[src/design/scsi_msg_pkg.sv]
// Constants, types and register map of the link-control message block.
package scsi_msg_pkg;

    // Register byte offsets on the AXI4-Lite slave.
    localparam logic [7:0] CTRL_OFS = 8'h00;
    localparam logic [7:0] LIMIT_OFS = 8'h04;
    localparam logic [7:0] STATUS_OFS = 8'h08;
    localparam logic [7:0] CMD_OFS = 8'h0C;
    localparam logic [7:0] LAST_MSG_OFS = 8'h10;

    // Reset values of the writable registers.
    localparam logic [4:0] CTRL_RESET = 5'h00;
    localparam logic [31:0] LIMIT_RESET = 32'h00000000;

    // Command register bit positions.
    localparam int CMD_DISC_BIT = 0;
    localparam int CMD_IDENT_BIT = 1;

    // Status register field positions.
    localparam int ST_NEXUS_BIT = 0;
    localparam int ST_PRIV_BIT = 1;
    localparam int ST_IDOK_BIT = 2;
    localparam int ST_DFAIL_BIT = 3;
    localparam int ST_HOLD_BIT = 4;
    localparam int ST_LUN_LSB = 8;

    // AXI response codes.
    localparam logic [1:0] RESP_OKAY = 2'h0;
    localparam logic [1:0] RESP_SLVERR = 2'h2;

    // Message codes handled by the interpreter.
    localparam logic [7:0] MSG_EXTENDED = 8'h01;
    localparam logic [7:0] MSG_SAVE_PTR = 8'h02;
    localparam logic [7:0] MSG_DISCONNECT = 8'h04;
    localparam logic [7:0] MSG_INIT_ERR = 8'h05;
    localparam logic [7:0] MSG_REJECT = 8'h07;
    localparam logic [7:0] MSG_NOP = 8'h08;
    localparam logic [7:0] MSG_PARITY_ERR = 8'h09;

    // Identify byte layout.
    localparam int ID_FLAG_BIT = 7;
    localparam int ID_PRIV_BIT = 6;
    localparam int LUN_W = 6;

    // Timing.
    localparam int CLK_PERIOD_NS = 10;

    // Configuration bits held in the control register.
    typedef struct packed {
        logic reconnect_needed;
        logic pending_tasks;
        logic can_disconnect;
        logic iu_agreement;
        logic disc_enable;
    } cfg_t;

    // Interpreter states.
    typedef enum logic [2:0] {
        ST_IDLE,
        ST_SEND_SDP,
        ST_SEND_DISC,
        ST_SEND_REJ,
        ST_SEND_IDENT,
        ST_RELEASE,
        ST_HOLDOFF
    } msg_state_t;

endpackage : scsi_msg_pkg

[src/design/scsi_msg_ctrl.sv]
// Link-control message interpreter of a parallel SCSI target port.
//
// Functional notes
// - Reject unsupported message codes with MESSAGE REJECT.
// - IN goes target to initiator; OUT reversed.
// - Codes 80h to FFh decode as IDENTIFY.
// - DISCONNECT succeeds only without attention.
// - After successful DISCONNECT, release BSY.
// - Split transfer ends with SAVE POINTER, DISCONNECT.
// - Never send DISCONNECT under IU agreement.
// - Initiator DISCONNECT, no IU: send DISCONNECT, release.
// - Initiator DISCONNECT with IU: release BSY directly.
// - Hold off arbitration for longer delay.
// - Disabled or unable disconnect gets MESSAGE REJECT.
// - Identify: bit7 flag, bit6 privilege, low LUN.
// - Disconnect only when privilege bit granted.
// - Target-sent IDENTIFY has privilege bit zero.
// - No privilege, pending reconnect needed: BUSY status.
// - Different LUN before bus free: unexpected free.
// - Connection identify succeeds when first in phase and no error seen.
// - Reselect identify succeeds without attention.
// - Code 01h starts extended message; its length byte counts the rest.
//
// Register access over AXI4-Lite and the register offsets were chosen for this implementation.
`timescale 1ns/1ns

module scsi_msg_ctrl
    import scsi_msg_pkg::*;
#(
    parameter int DISC_DELAY_NS = 200000
) (
    // Clock and reset.
    input wire logic clk_sys_i,
    input wire logic reset_i,
    // AXI4-Lite write channels.
    input wire logic [7:0] s_axi_awaddr_i,
    input wire logic s_axi_awvalid_i,
    output logic s_axi_awready_o,
    input wire logic [31:0] s_axi_wdata_i,
    input wire logic [3:0] s_axi_wstrb_i,
    input wire logic s_axi_wvalid_i,
    output logic s_axi_wready_o,
    output logic [1:0] s_axi_bresp_o,
    output logic s_axi_bvalid_o,
    input wire logic s_axi_bready_i,
    // AXI4-Lite read channels.
    input wire logic [7:0] s_axi_araddr_i,
    input wire logic s_axi_arvalid_i,
    output logic s_axi_arready_o,
    output logic [31:0] s_axi_rdata_o,
    output logic [1:0] s_axi_rresp_o,
    output logic s_axi_rvalid_o,
    input wire logic s_axi_rready_i,
    // Message out bytes from the phase logic.
    input wire logic mout_valid_i,
    input wire logic [7:0] mout_byte_i,
    input wire logic mout_err_i,
    input wire logic mout_first_i,
    // Message in bytes to the phase logic.
    output logic min_valid_o,
    output logic [7:0] min_byte_o,
    input wire logic min_ready_i,
    input wire logic min_atn_i,
    // Bus phase events.
    input wire logic bus_free_i,
    output logic bsy_release_o,
    output logic unexpected_free_o,
    output logic busy_status_o,
    output logic arb_inhibit_o
);

    // Least disconnection delay in clock cycles, rounded up.
    localparam int DISC_DELAY_CYC =
        (DISC_DELAY_NS + CLK_PERIOD_NS - 1) / CLK_PERIOD_NS;

    cfg_t cfg; // Configuration bits from the control register.
    logic [31:0] limit; // Physical disconnect time limit in cycles.
    msg_state_t state; // Interpreter state.
    logic [31:0] hold_cnt; // Arbitration hold-off counter.
    logic ext_len_next; // Next byte is an extended length.
    logic [8:0] ext_left; // Extended bytes still to come.
    logic nexus; // An IDENTIFY has fixed the LUN.
    logic [LUN_W-1:0] lun; // Latched logical unit number.
    logic priv; // Disconnect privilege of the current task.
    logic ident_ok; // Identification succeeded.
    logic disc_fail; // Last DISCONNECT met an attention condition.
    logic [7:0] last_msg; // Last message byte received.
    logic pend_disc; // Software asked for a split disconnect.
    logic pend_ident; // Software asked for a reselect IDENTIFY.
    logic aw_hold; // Write address captured.
    logic w_hold; // Write data captured.
    logic [7:0] aw_addr; // Captured write address.
    logic [31:0] w_data; // Captured write data.
    logic [3:0] w_strb; // Captured write strobes.
    logic do_write; // Both halves of a write present.
    logic cmd_disc; // Disconnect command written this cycle.
    logic cmd_ident; // Identify command written this cycle.
    logic in_taken; // Message-in byte accepted this cycle.
    logic [31:0] hold_len; // Longer of the two hold-off times.
    logic is_ident; // Received byte is an IDENTIFY.
    logic byte_free; // Received byte is a message start.

    // Write channel: each half is taken alone, both answered together.
    assign s_axi_awready_o = !aw_hold && !s_axi_bvalid_o;
    assign s_axi_wready_o = !w_hold && !s_axi_bvalid_o;
    assign do_write = aw_hold && w_hold && !s_axi_bvalid_o;
    assign cmd_disc = do_write && aw_addr == CMD_OFS && w_strb[0]
        && w_data[CMD_DISC_BIT];
    assign cmd_ident = do_write && aw_addr == CMD_OFS && w_strb[0]
        && w_data[CMD_IDENT_BIT];
    assign s_axi_arready_o = !s_axi_rvalid_o;
    assign in_taken = min_valid_o && min_ready_i;
    assign hold_len = (limit > 32'(DISC_DELAY_CYC)) ?
        limit : 32'(DISC_DELAY_CYC);
    assign is_ident = mout_byte_i[ID_FLAG_BIT];
    assign byte_free = !ext_len_next && ext_left == 9'h000;
    assign arb_inhibit_o = state == ST_HOLDOFF;

    // Capture of write address and data and the write response.
    always_ff @(posedge clk_sys_i or posedge reset_i) begin
        if (reset_i) begin
            aw_hold <= 1'b0;
            w_hold <= 1'b0;
            aw_addr <= 8'h00;
            w_data <= 32'h00000000;
            w_strb <= 4'h0;
            s_axi_bvalid_o <= 1'b0;
            s_axi_bresp_o <= RESP_OKAY;
        end else begin
            // Address and data may arrive in either order.
            if (s_axi_awvalid_i && s_axi_awready_o) begin
                aw_hold <= 1'b1;
                aw_addr <= s_axi_awaddr_i;
            end
            if (s_axi_wvalid_i && s_axi_wready_o) begin
                w_hold <= 1'b1;
                w_data <= s_axi_wdata_i;
                w_strb <= s_axi_wstrb_i;
            end
            // Answer once both halves are present.
            if (do_write) begin
                aw_hold <= 1'b0;
                w_hold <= 1'b0;
                s_axi_bvalid_o <= 1'b1;
                case (aw_addr)
                    CTRL_OFS, LIMIT_OFS, CMD_OFS: begin
                        s_axi_bresp_o <= RESP_OKAY;
                    end
                    default: begin
                        s_axi_bresp_o <= RESP_SLVERR;
                    end
                endcase
            end else if (s_axi_bvalid_o && s_axi_bready_i) begin
                s_axi_bvalid_o <= 1'b0;
            end
        end
    end

    // Configuration registers written by software.
    always_ff @(posedge clk_sys_i or posedge reset_i) begin
        if (reset_i) begin
            cfg <= CTRL_RESET;
            limit <= LIMIT_RESET;
        end else if (do_write) begin
            if (aw_addr == CTRL_OFS && w_strb[0]) begin
                cfg <= w_data[4:0];
            end
            if (aw_addr == LIMIT_OFS) begin
                // Each enabled byte lane updates its own byte.
                for (int i = 0; i < 4; i++) begin
                    if (w_strb[i]) begin
                        limit[8*i +: 8] <= w_data[8*i +: 8];
                    end
                end
            end
        end
    end

    // Read channel: one word answered the cycle after the address.
    always_ff @(posedge clk_sys_i or posedge reset_i) begin
        if (reset_i) begin
            s_axi_rvalid_o <= 1'b0;
            s_axi_rdata_o <= 32'h00000000;
            s_axi_rresp_o <= RESP_OKAY;
        end else if (s_axi_arvalid_i && s_axi_arready_o) begin
            s_axi_rvalid_o <= 1'b1;
            s_axi_rresp_o <= RESP_OKAY;
            s_axi_rdata_o <= 32'h00000000;
            case (s_axi_araddr_i)
                CTRL_OFS: begin
                    s_axi_rdata_o <= {27'h0000000, cfg};
                end
                LIMIT_OFS: begin
                    s_axi_rdata_o <= limit;
                end
                STATUS_OFS: begin
                    // State of the nexus and the last disconnect.
                    s_axi_rdata_o[ST_NEXUS_BIT] <= nexus;
                    s_axi_rdata_o[ST_PRIV_BIT] <= priv;
                    s_axi_rdata_o[ST_IDOK_BIT] <= ident_ok;
                    s_axi_rdata_o[ST_DFAIL_BIT] <= disc_fail;
                    s_axi_rdata_o[ST_HOLD_BIT] <= arb_inhibit_o;
                    s_axi_rdata_o[ST_LUN_LSB +: LUN_W] <= lun;
                end
                CMD_OFS: begin
                    // Command bits read back as pending requests.
                    s_axi_rdata_o[CMD_DISC_BIT] <= pend_disc;
                    s_axi_rdata_o[CMD_IDENT_BIT] <= pend_ident;
                end
                LAST_MSG_OFS: begin
                    s_axi_rdata_o <= {24'h000000, last_msg};
                end
                default: begin
                    s_axi_rresp_o <= RESP_SLVERR;
                end
            endcase
        end else if (s_axi_rvalid_o && s_axi_rready_i) begin
            s_axi_rvalid_o <= 1'b0;
        end
    end

    // Software commands stay pending until the interpreter takes them.
    always_ff @(posedge clk_sys_i or posedge reset_i) begin
        if (reset_i) begin
            pend_disc <= 1'b0;
            pend_ident <= 1'b0;
        end else begin
            // A new command wins over the clear in the same cycle.
            if (cmd_disc) begin
                pend_disc <= 1'b1;
            end else if (state == ST_IDLE && !mout_valid_i) begin
                pend_disc <= 1'b0;
            end
            if (cmd_ident) begin
                pend_ident <= 1'b1;
            end else if (state == ST_IDLE && !mout_valid_i
                && !pend_disc) begin
                pend_ident <= 1'b0;
            end
        end
    end

    // Framing of extended messages so their bytes are not decoded.
    always_ff @(posedge clk_sys_i or posedge reset_i) begin
        if (reset_i) begin
            ext_len_next <= 1'b0;
            ext_left <= 9'h000;
        end else if (bus_free_i) begin
            ext_len_next <= 1'b0;
            ext_left <= 9'h000;
        end else if (mout_valid_i && state == ST_IDLE) begin
            if (ext_len_next) begin
                // A length of zero means 256 bytes follow.
                ext_len_next <= 1'b0;
                ext_left <= (mout_byte_i == 8'h00) ?
                    9'h100 : {1'b0, mout_byte_i};
            end else if (ext_left != 9'h000) begin
                ext_left <= ext_left - 9'h001;
            end else if (mout_byte_i == MSG_EXTENDED) begin
                ext_len_next <= 1'b1;
            end
        end
    end

    // Nexus tracking: LUN, privilege and identification result.
    always_ff @(posedge clk_sys_i or posedge reset_i) begin
        if (reset_i) begin
            nexus <= 1'b0;
            lun <= '0;
            priv <= 1'b0;
            ident_ok <= 1'b0;
            last_msg <= 8'h00;
        end else if (bus_free_i || state == ST_RELEASE) begin
            nexus <= 1'b0;
            ident_ok <= 1'b0;
        end else if (mout_valid_i && state == ST_IDLE) begin
            last_msg <= mout_byte_i;
            if (mout_err_i) begin
                // Any error on IDENTIFY or task attribute fails it.
                ident_ok <= 1'b0;
            end else if (byte_free && is_ident) begin
                // The first IDENTIFY fixes the LUN for the connection.
                if (!nexus) begin
                    nexus <= 1'b1;
                    lun <= mout_byte_i[LUN_W-1:0];
                    ident_ok <= mout_first_i;
                end
                priv <= mout_byte_i[ID_PRIV_BIT];
            end
        end else if (state == ST_SEND_IDENT && in_taken) begin
            // Reselect identification fails on an attention.
            nexus <= 1'b1;
            priv <= 1'b0;
            ident_ok <= !min_atn_i;
        end
    end

    // Message interpreter and message-in byte source.
    always_ff @(posedge clk_sys_i or posedge reset_i) begin
        if (reset_i) begin
            state <= ST_IDLE;
            min_valid_o <= 1'b0;
            min_byte_o <= 8'h00;
            bsy_release_o <= 1'b0;
            unexpected_free_o <= 1'b0;
            busy_status_o <= 1'b0;
            disc_fail <= 1'b0;
        end else begin
            bsy_release_o <= 1'b0;
            unexpected_free_o <= 1'b0;
            busy_status_o <= 1'b0;
            case (state)
                ST_IDLE: begin
                    if (mout_valid_i && !mout_err_i) begin
                        if (!byte_free) begin
                            // Last extended byte: rejected, negotiated elsewhere.
                            if (!ext_len_next && ext_left == 9'h001) begin
                                state <= ST_SEND_REJ;
                                min_valid_o <= 1'b1;
                                min_byte_o <= MSG_REJECT;
                            end
                        end else if (is_ident) begin
                            if (nexus && mout_byte_i[LUN_W-1:0] != lun) begin
                                // LUN changed before bus free.
                                unexpected_free_o <= 1'b1;
                            end else if (!mout_byte_i[ID_PRIV_BIT]
                                && cfg.pending_tasks
                                && cfg.reconnect_needed) begin
                                busy_status_o <= 1'b1;
                            end
                        end else if (mout_byte_i == MSG_DISCONNECT) begin
                            // Initiator asks for a physical disconnect.
                            if (!cfg.disc_enable || !cfg.can_disconnect
                                || !priv) begin
                                state <= ST_SEND_REJ;
                                min_valid_o <= 1'b1;
                                min_byte_o <= MSG_REJECT;
                            end else if (cfg.iu_agreement) begin
                                state <= ST_RELEASE;
                            end else begin
                                state <= ST_SEND_DISC;
                                min_valid_o <= 1'b1;
                                min_byte_o <= MSG_DISCONNECT;
                            end
                        end else if (mout_byte_i != MSG_INIT_ERR
                            && mout_byte_i != MSG_REJECT
                            && mout_byte_i != MSG_NOP
                            && mout_byte_i != MSG_PARITY_ERR
                            && mout_byte_i != MSG_EXTENDED) begin
                            state <= ST_SEND_REJ;
                            min_valid_o <= 1'b1;
                            min_byte_o <= MSG_REJECT;
                        end
                    end else if (!mout_valid_i && pend_disc) begin
                        // Split transfer: save pointer, then disconnect.
                        if (!cfg.iu_agreement && priv) begin
                            state <= ST_SEND_SDP;
                            min_valid_o <= 1'b1;
                            min_byte_o <= MSG_SAVE_PTR;
                        end
                    end else if (!mout_valid_i && pend_ident) begin
                        state <= ST_SEND_IDENT;
                        min_valid_o <= 1'b1;
                        min_byte_o <= {1'b1, 1'b0, 6'(lun)};
                    end
                end
                ST_SEND_SDP: begin
                    if (in_taken) begin
                        state <= ST_SEND_DISC;
                        min_byte_o <= MSG_DISCONNECT;
                    end
                end
                ST_SEND_DISC: begin
                    if (in_taken) begin
                        min_valid_o <= 1'b0;
                        disc_fail <= min_atn_i;
                        // Attention on the byte keeps the connection.
                        state <= min_atn_i ? ST_IDLE : ST_RELEASE;
                    end
                end
                ST_SEND_REJ, ST_SEND_IDENT: begin
                    if (in_taken) begin
                        min_valid_o <= 1'b0;
                        state <= ST_IDLE;
                    end
                end
                ST_RELEASE: begin
                    bsy_release_o <= 1'b1;
                    state <= ST_HOLDOFF;
                end
                ST_HOLDOFF: begin
                    if (hold_cnt <= 32'h00000001) begin
                        state <= ST_IDLE;
                    end
                end
                default: begin
                    state <= ST_IDLE;
                    min_valid_o <= 1'b0;
                end
            endcase
        end
    end

    // Hold-off counter loaded when BSY is released.
    always_ff @(posedge clk_sys_i or posedge reset_i) begin
        if (reset_i) begin
            hold_cnt <= 32'h00000000;
        end else if (state == ST_RELEASE) begin
            hold_cnt <= hold_len;
        end else if (hold_cnt != 32'h00000000) begin
            hold_cnt <= hold_cnt - 32'h00000001;
        end
    end

endmodule : scsi_msg_ctrl

[config.mk]
export PLATFORM = sky130hd
export DESIGN_NAME = scsi_msg_ctrl
export DESIGN_NICKNAME = d
export VERILOG_FILES = /design/src/design/scsi_msg_pkg.sv /design/src/design/scsi_msg_ctrl.sv
export SDC_FILE = /design/constraint.sdc
export NUM_CORES = 1
export LEC_CHECK = 0
export BUFFER_PORTS_ARGS = -buffer_cell sky130_fd_sc_hd__buf_2
export CAP_MARGIN = 20
export CORE_MARGIN = 2
export CORE_UTILIZATION = 45
export CTS_BUF_LIST = sky130_fd_sc_hd__clkbuf_4 sky130_fd_sc_hd__clkbuf_8
export CTS_CLUSTER_DIAMETER = 150
export CTS_CLUSTER_SIZE = 10
export DETAILED_ROUTE_END_ITERATION = 10
export SKIP_LAST_GASP = 1
export SLEW_MARGIN = 20
export SYNTH_ARGS = -nofsm -noshare
export SYNTH_HDL_FRONTEND = slang
export SYNTH_SLANG_ARGS = --single-unit
[constraint.sdc]
create_clock -name clk_sys_i -period 6.8 [get_ports clk_sys_i]
set_clock_uncertainty 0.2 [all_clocks]
set_input_delay 0.34 -clock clk_sys_i [delete_from_list [all_inputs] [get_ports clk_sys_i]]
set_output_delay 0.34 -clock clk_sys_i [all_outputs]
set_load 0.05 [all_outputs]
==> key figures <==
Clock network
  • CTS Buffer Depth: 2
  • Num CTS Buffers: 17
  • H-tree lvl count: 4
  • Clk_lat worst skew: 0.49 ns
  • CTS tree: yes
  • TritonCTS Sinks: 195
  • Post-CTS resize count: 0
  • Root Buffer: clkbuf_8
  • CTS clk-pin slew, worst paths: 0.11 ns

Critical path
  • Critical path class: reg2reg
  • Startpoint types: register
  • Worst EP required: 6.97 ns
  • Crit. End Element: register
  • Reg-to-reg setup timing slack: 3.28 ns
  • RR Endpoint: hold_cnt[31]
  • Critical-path maximum fanout: 15
  • R2R depth: 8
  • Startpoint of the worst register-to-register path: hold_cnt[0]
  • Critical path arrival: 3.69 ns

Pwr
  • PwrDens: 380 nW/um^2
  • Maximum vdd drop: 0.000341 V
  • Leak Pwr: 5.08 nW
  • Tot Pwr: 4.20 mW

Placed design
  • Port buffer count: 123
  • Routability cong.: 0.913
  • Placed Instances: 1220
  • Pre-CTS setup slack: 3.33 ns
  • DPL Wire Length: 16.5 mm

Routing
  • Drt initial violations: 562
  • Routed Antenna Nets: 0
  • Via count: 7138
  • DR vias/cell: 5.44
  • Drt drc: 0
  • Wire length per cell: 18.1 um
  • DRT Wirelength: 23.7 mm
  • Drt first pass iters: 5

Finish
  • Ratio of cells with drive above 1 in the final layout: 0.271
  • ANT cells: 0
  • Fillers: 1835
  • Layout net count: 1106
  • Fin cells: 1311
  • Reg area: 4880 sq um
  • Area Growth Syn to Fin: 19.8%
  • Area of the multi-input gates: 4080 sq um

Yosys
  • Largest cells by area after synthesis: dfrtp_1 53%, mux2_2 12%, nand2_1 4.2%
  • Syn Inst Count: 858
  • Sequential share of the synthesized area: 0.529
  • Yosys cell types: 68
  • Post-synth top cells: 195 x dfrtp_1, 103 x nand2_1, 97 x mux2_2
  • Top cell type's share of synthesized area: 0.529
  • Mapped Area: 9220 sq um
  • Post-synthesis sequential element count: 195
  • Number of synthesized flops with an enable pin: 0
  • Yosys warning count: 0
  • Synth area leader: dfrtp_1
  • Syn Area/Cell: 10.7 sq um
  • Primary FF master, synth: dfrtp_1
  • Count leader, synth: dfrtp_1
  • Asr flop ratio synth: 1.00

Hold path
  • Hold Crit Start: mout_byte_i[3]
  • Hold path depth: 2
  • Worst Hold Class: in2reg
  • Min-Delay Endpoint: lun[3]

Global routing
  • Antenna violations before repair: 0
  • GRT overflow: 0
  • Vias in the first global route: 6995
  • Pin count of the biggest net entering global routing: 125
  • First-pass GRT wire length: 37.7 mm
  • Global-route usage over all layers: 0.225

Timing
  • Minimum hold slack: 0.0337 ns
  • RSZ-0062 raised after global routing: false
  • Max Freq: 284 MHz
  • Number of setup violations in the final report: 0
  • Worst relative slew slack: 0.327
  • Setup_tns: 0 ns
  • Post-route setup slack: 3.28 ns
  • Max Slew Vio Count: 0
  • Fin crit period: 3.52 ns
  • Final worst path period share: 0.517
  • Final Hold Vio Count: 0
  • Least-Margin Pin Slew: 1.01 ns

Floorplan
  • Chip width: 147 um
  • Die Ht: 147 um
  • Core area: 20200 sq um
  • Die footprint: 21700 sq um
  • Initial Util: 0.457
  • Row count: 52
  • Num ports: 127

Job
  • Max-cap violations: 0

Status
  • Outcome: finished clean
==> cell type report <==
class / count / area share
Sequential cell: 195 / 0.442
Inverter: 19 / 0.00713
Timing Repair Buffer: 189 / 0.114
Tap cell: 270 / 0.0306
Clock inverter: 15 / 0.0165
Clock buffer: 17 / 0.0212
Multi-Input combinational cell: 606 / 0.369
==> through the flow <==
step	utilization	instance area (sq um)
after detailed placement	0.498	10000
after CTS	0.547	11000
after floorplan	-	9230
after global placement	0.498	10000
after global routing	0.548	11100
final	0.548	11100
==> worst max-delay path: stages, from the launching register on <==
cell	delay (ns)
dfrtp_1	0.42
inv_1	0.10
ha_1	0.22
nor4b_1	0.57
nand4_1	0.47
nor4_4	0.81
or2_2	0.37
or4_1	0.15
nand3_1	0.08
==> state kept, by name (all words and copies together) (netlist names), 5 cells and up <==
signal,flops
min_byte_o,7
cfg,5
ext_left,9
w_data,32
lun,6
last_msg,8
limit,32
aw_addr,8
s_axi_rdata_o,32
hold_cnt,32
==> worst max-delay path by stage <==
stage / startpoint / slack [ns] / depth (start not counted) / end
CTS: hold_cnt[0] / 3.29 / 8 / hold_cnt[31]
finish: hold_cnt[0] / 3.28 / 8 / hold_cnt[31]
floorplan: reset_i / 0.95 / 1 / aw_addr[0]
global placement: hold_cnt[0] / 3.47 / 8 / hold_cnt[31]
detailed placement: hold_cnt[0] / 3.33 / 8 / hold_cnt[31]
global route: hold_cnt[0] / 2.91 / 8 / hold_cnt[31]
==> layout by cell type, fill, tap and decap left out, types with 7 or more instances in the layout <==
cell type      instances
clkbuf_8              17
nand3_1               32
nand2_1              103
buf_4                  7
nand2b_1               7
xnor2_1               20
nor2b_1                8
buf_2                123
inv_1                 17
a221oi_1               9
a22oi_1               10
nor3_1                20
mux2i_1                7
xor2_1                10
a21oi_1               20
or3_1                 11
o21ai_0               54
dfrtp_1              195
nor2_1                71
mux2_2                97
o21a_1                 7
dlygate4sd3_1         59
nand4_1                7
nor4_1                24
==> cell families after synthesis <==
logic type,count (synthesis),share of synthesized area
AND/OR/NAND/NOR,318,0.172
multiplexers,105,0.128
buffers and inverters,59,0.0308
XOR/XNOR,30,0.0285
AO/OA/AOI/OAI,145,0.105
flip-flops,195,0.529
other,1,0.000407
adder cells (fa/ha/maj),5,0.00678
==> report_power, final <==
part	internal (mW)	switching [mW]
sequential	1.52	0.360
clock	0.285	0.479
combinational	0.679	0.872
==> routing by layer <==
| layer | wire [um] | share of wire | vias up | global-route usage |
|---|---|---|---|---|
| met4 | 458 | 0.019 | 0 | 0.0673 |
| met2 | 10700 | 0.45 | 188 | 0.329 |
| met5 | 0 | 0 | - | 0 |
| met3 | 1300 | 0.055 | 35 | 0.0565 |
| met1 | 11200 | 0.47 | 3524 | 0.331 |
| li1 | - | - | 3391 | - |
==> timing repair <==
| item | CTS | global route |
|---|---|---|
| setup buffers | 0 | 0 |
| endpoints found under the hold margin | 178 | 2 |
| hold buffers | 57 | 2 |
Power figures use the tool's default switching activity.
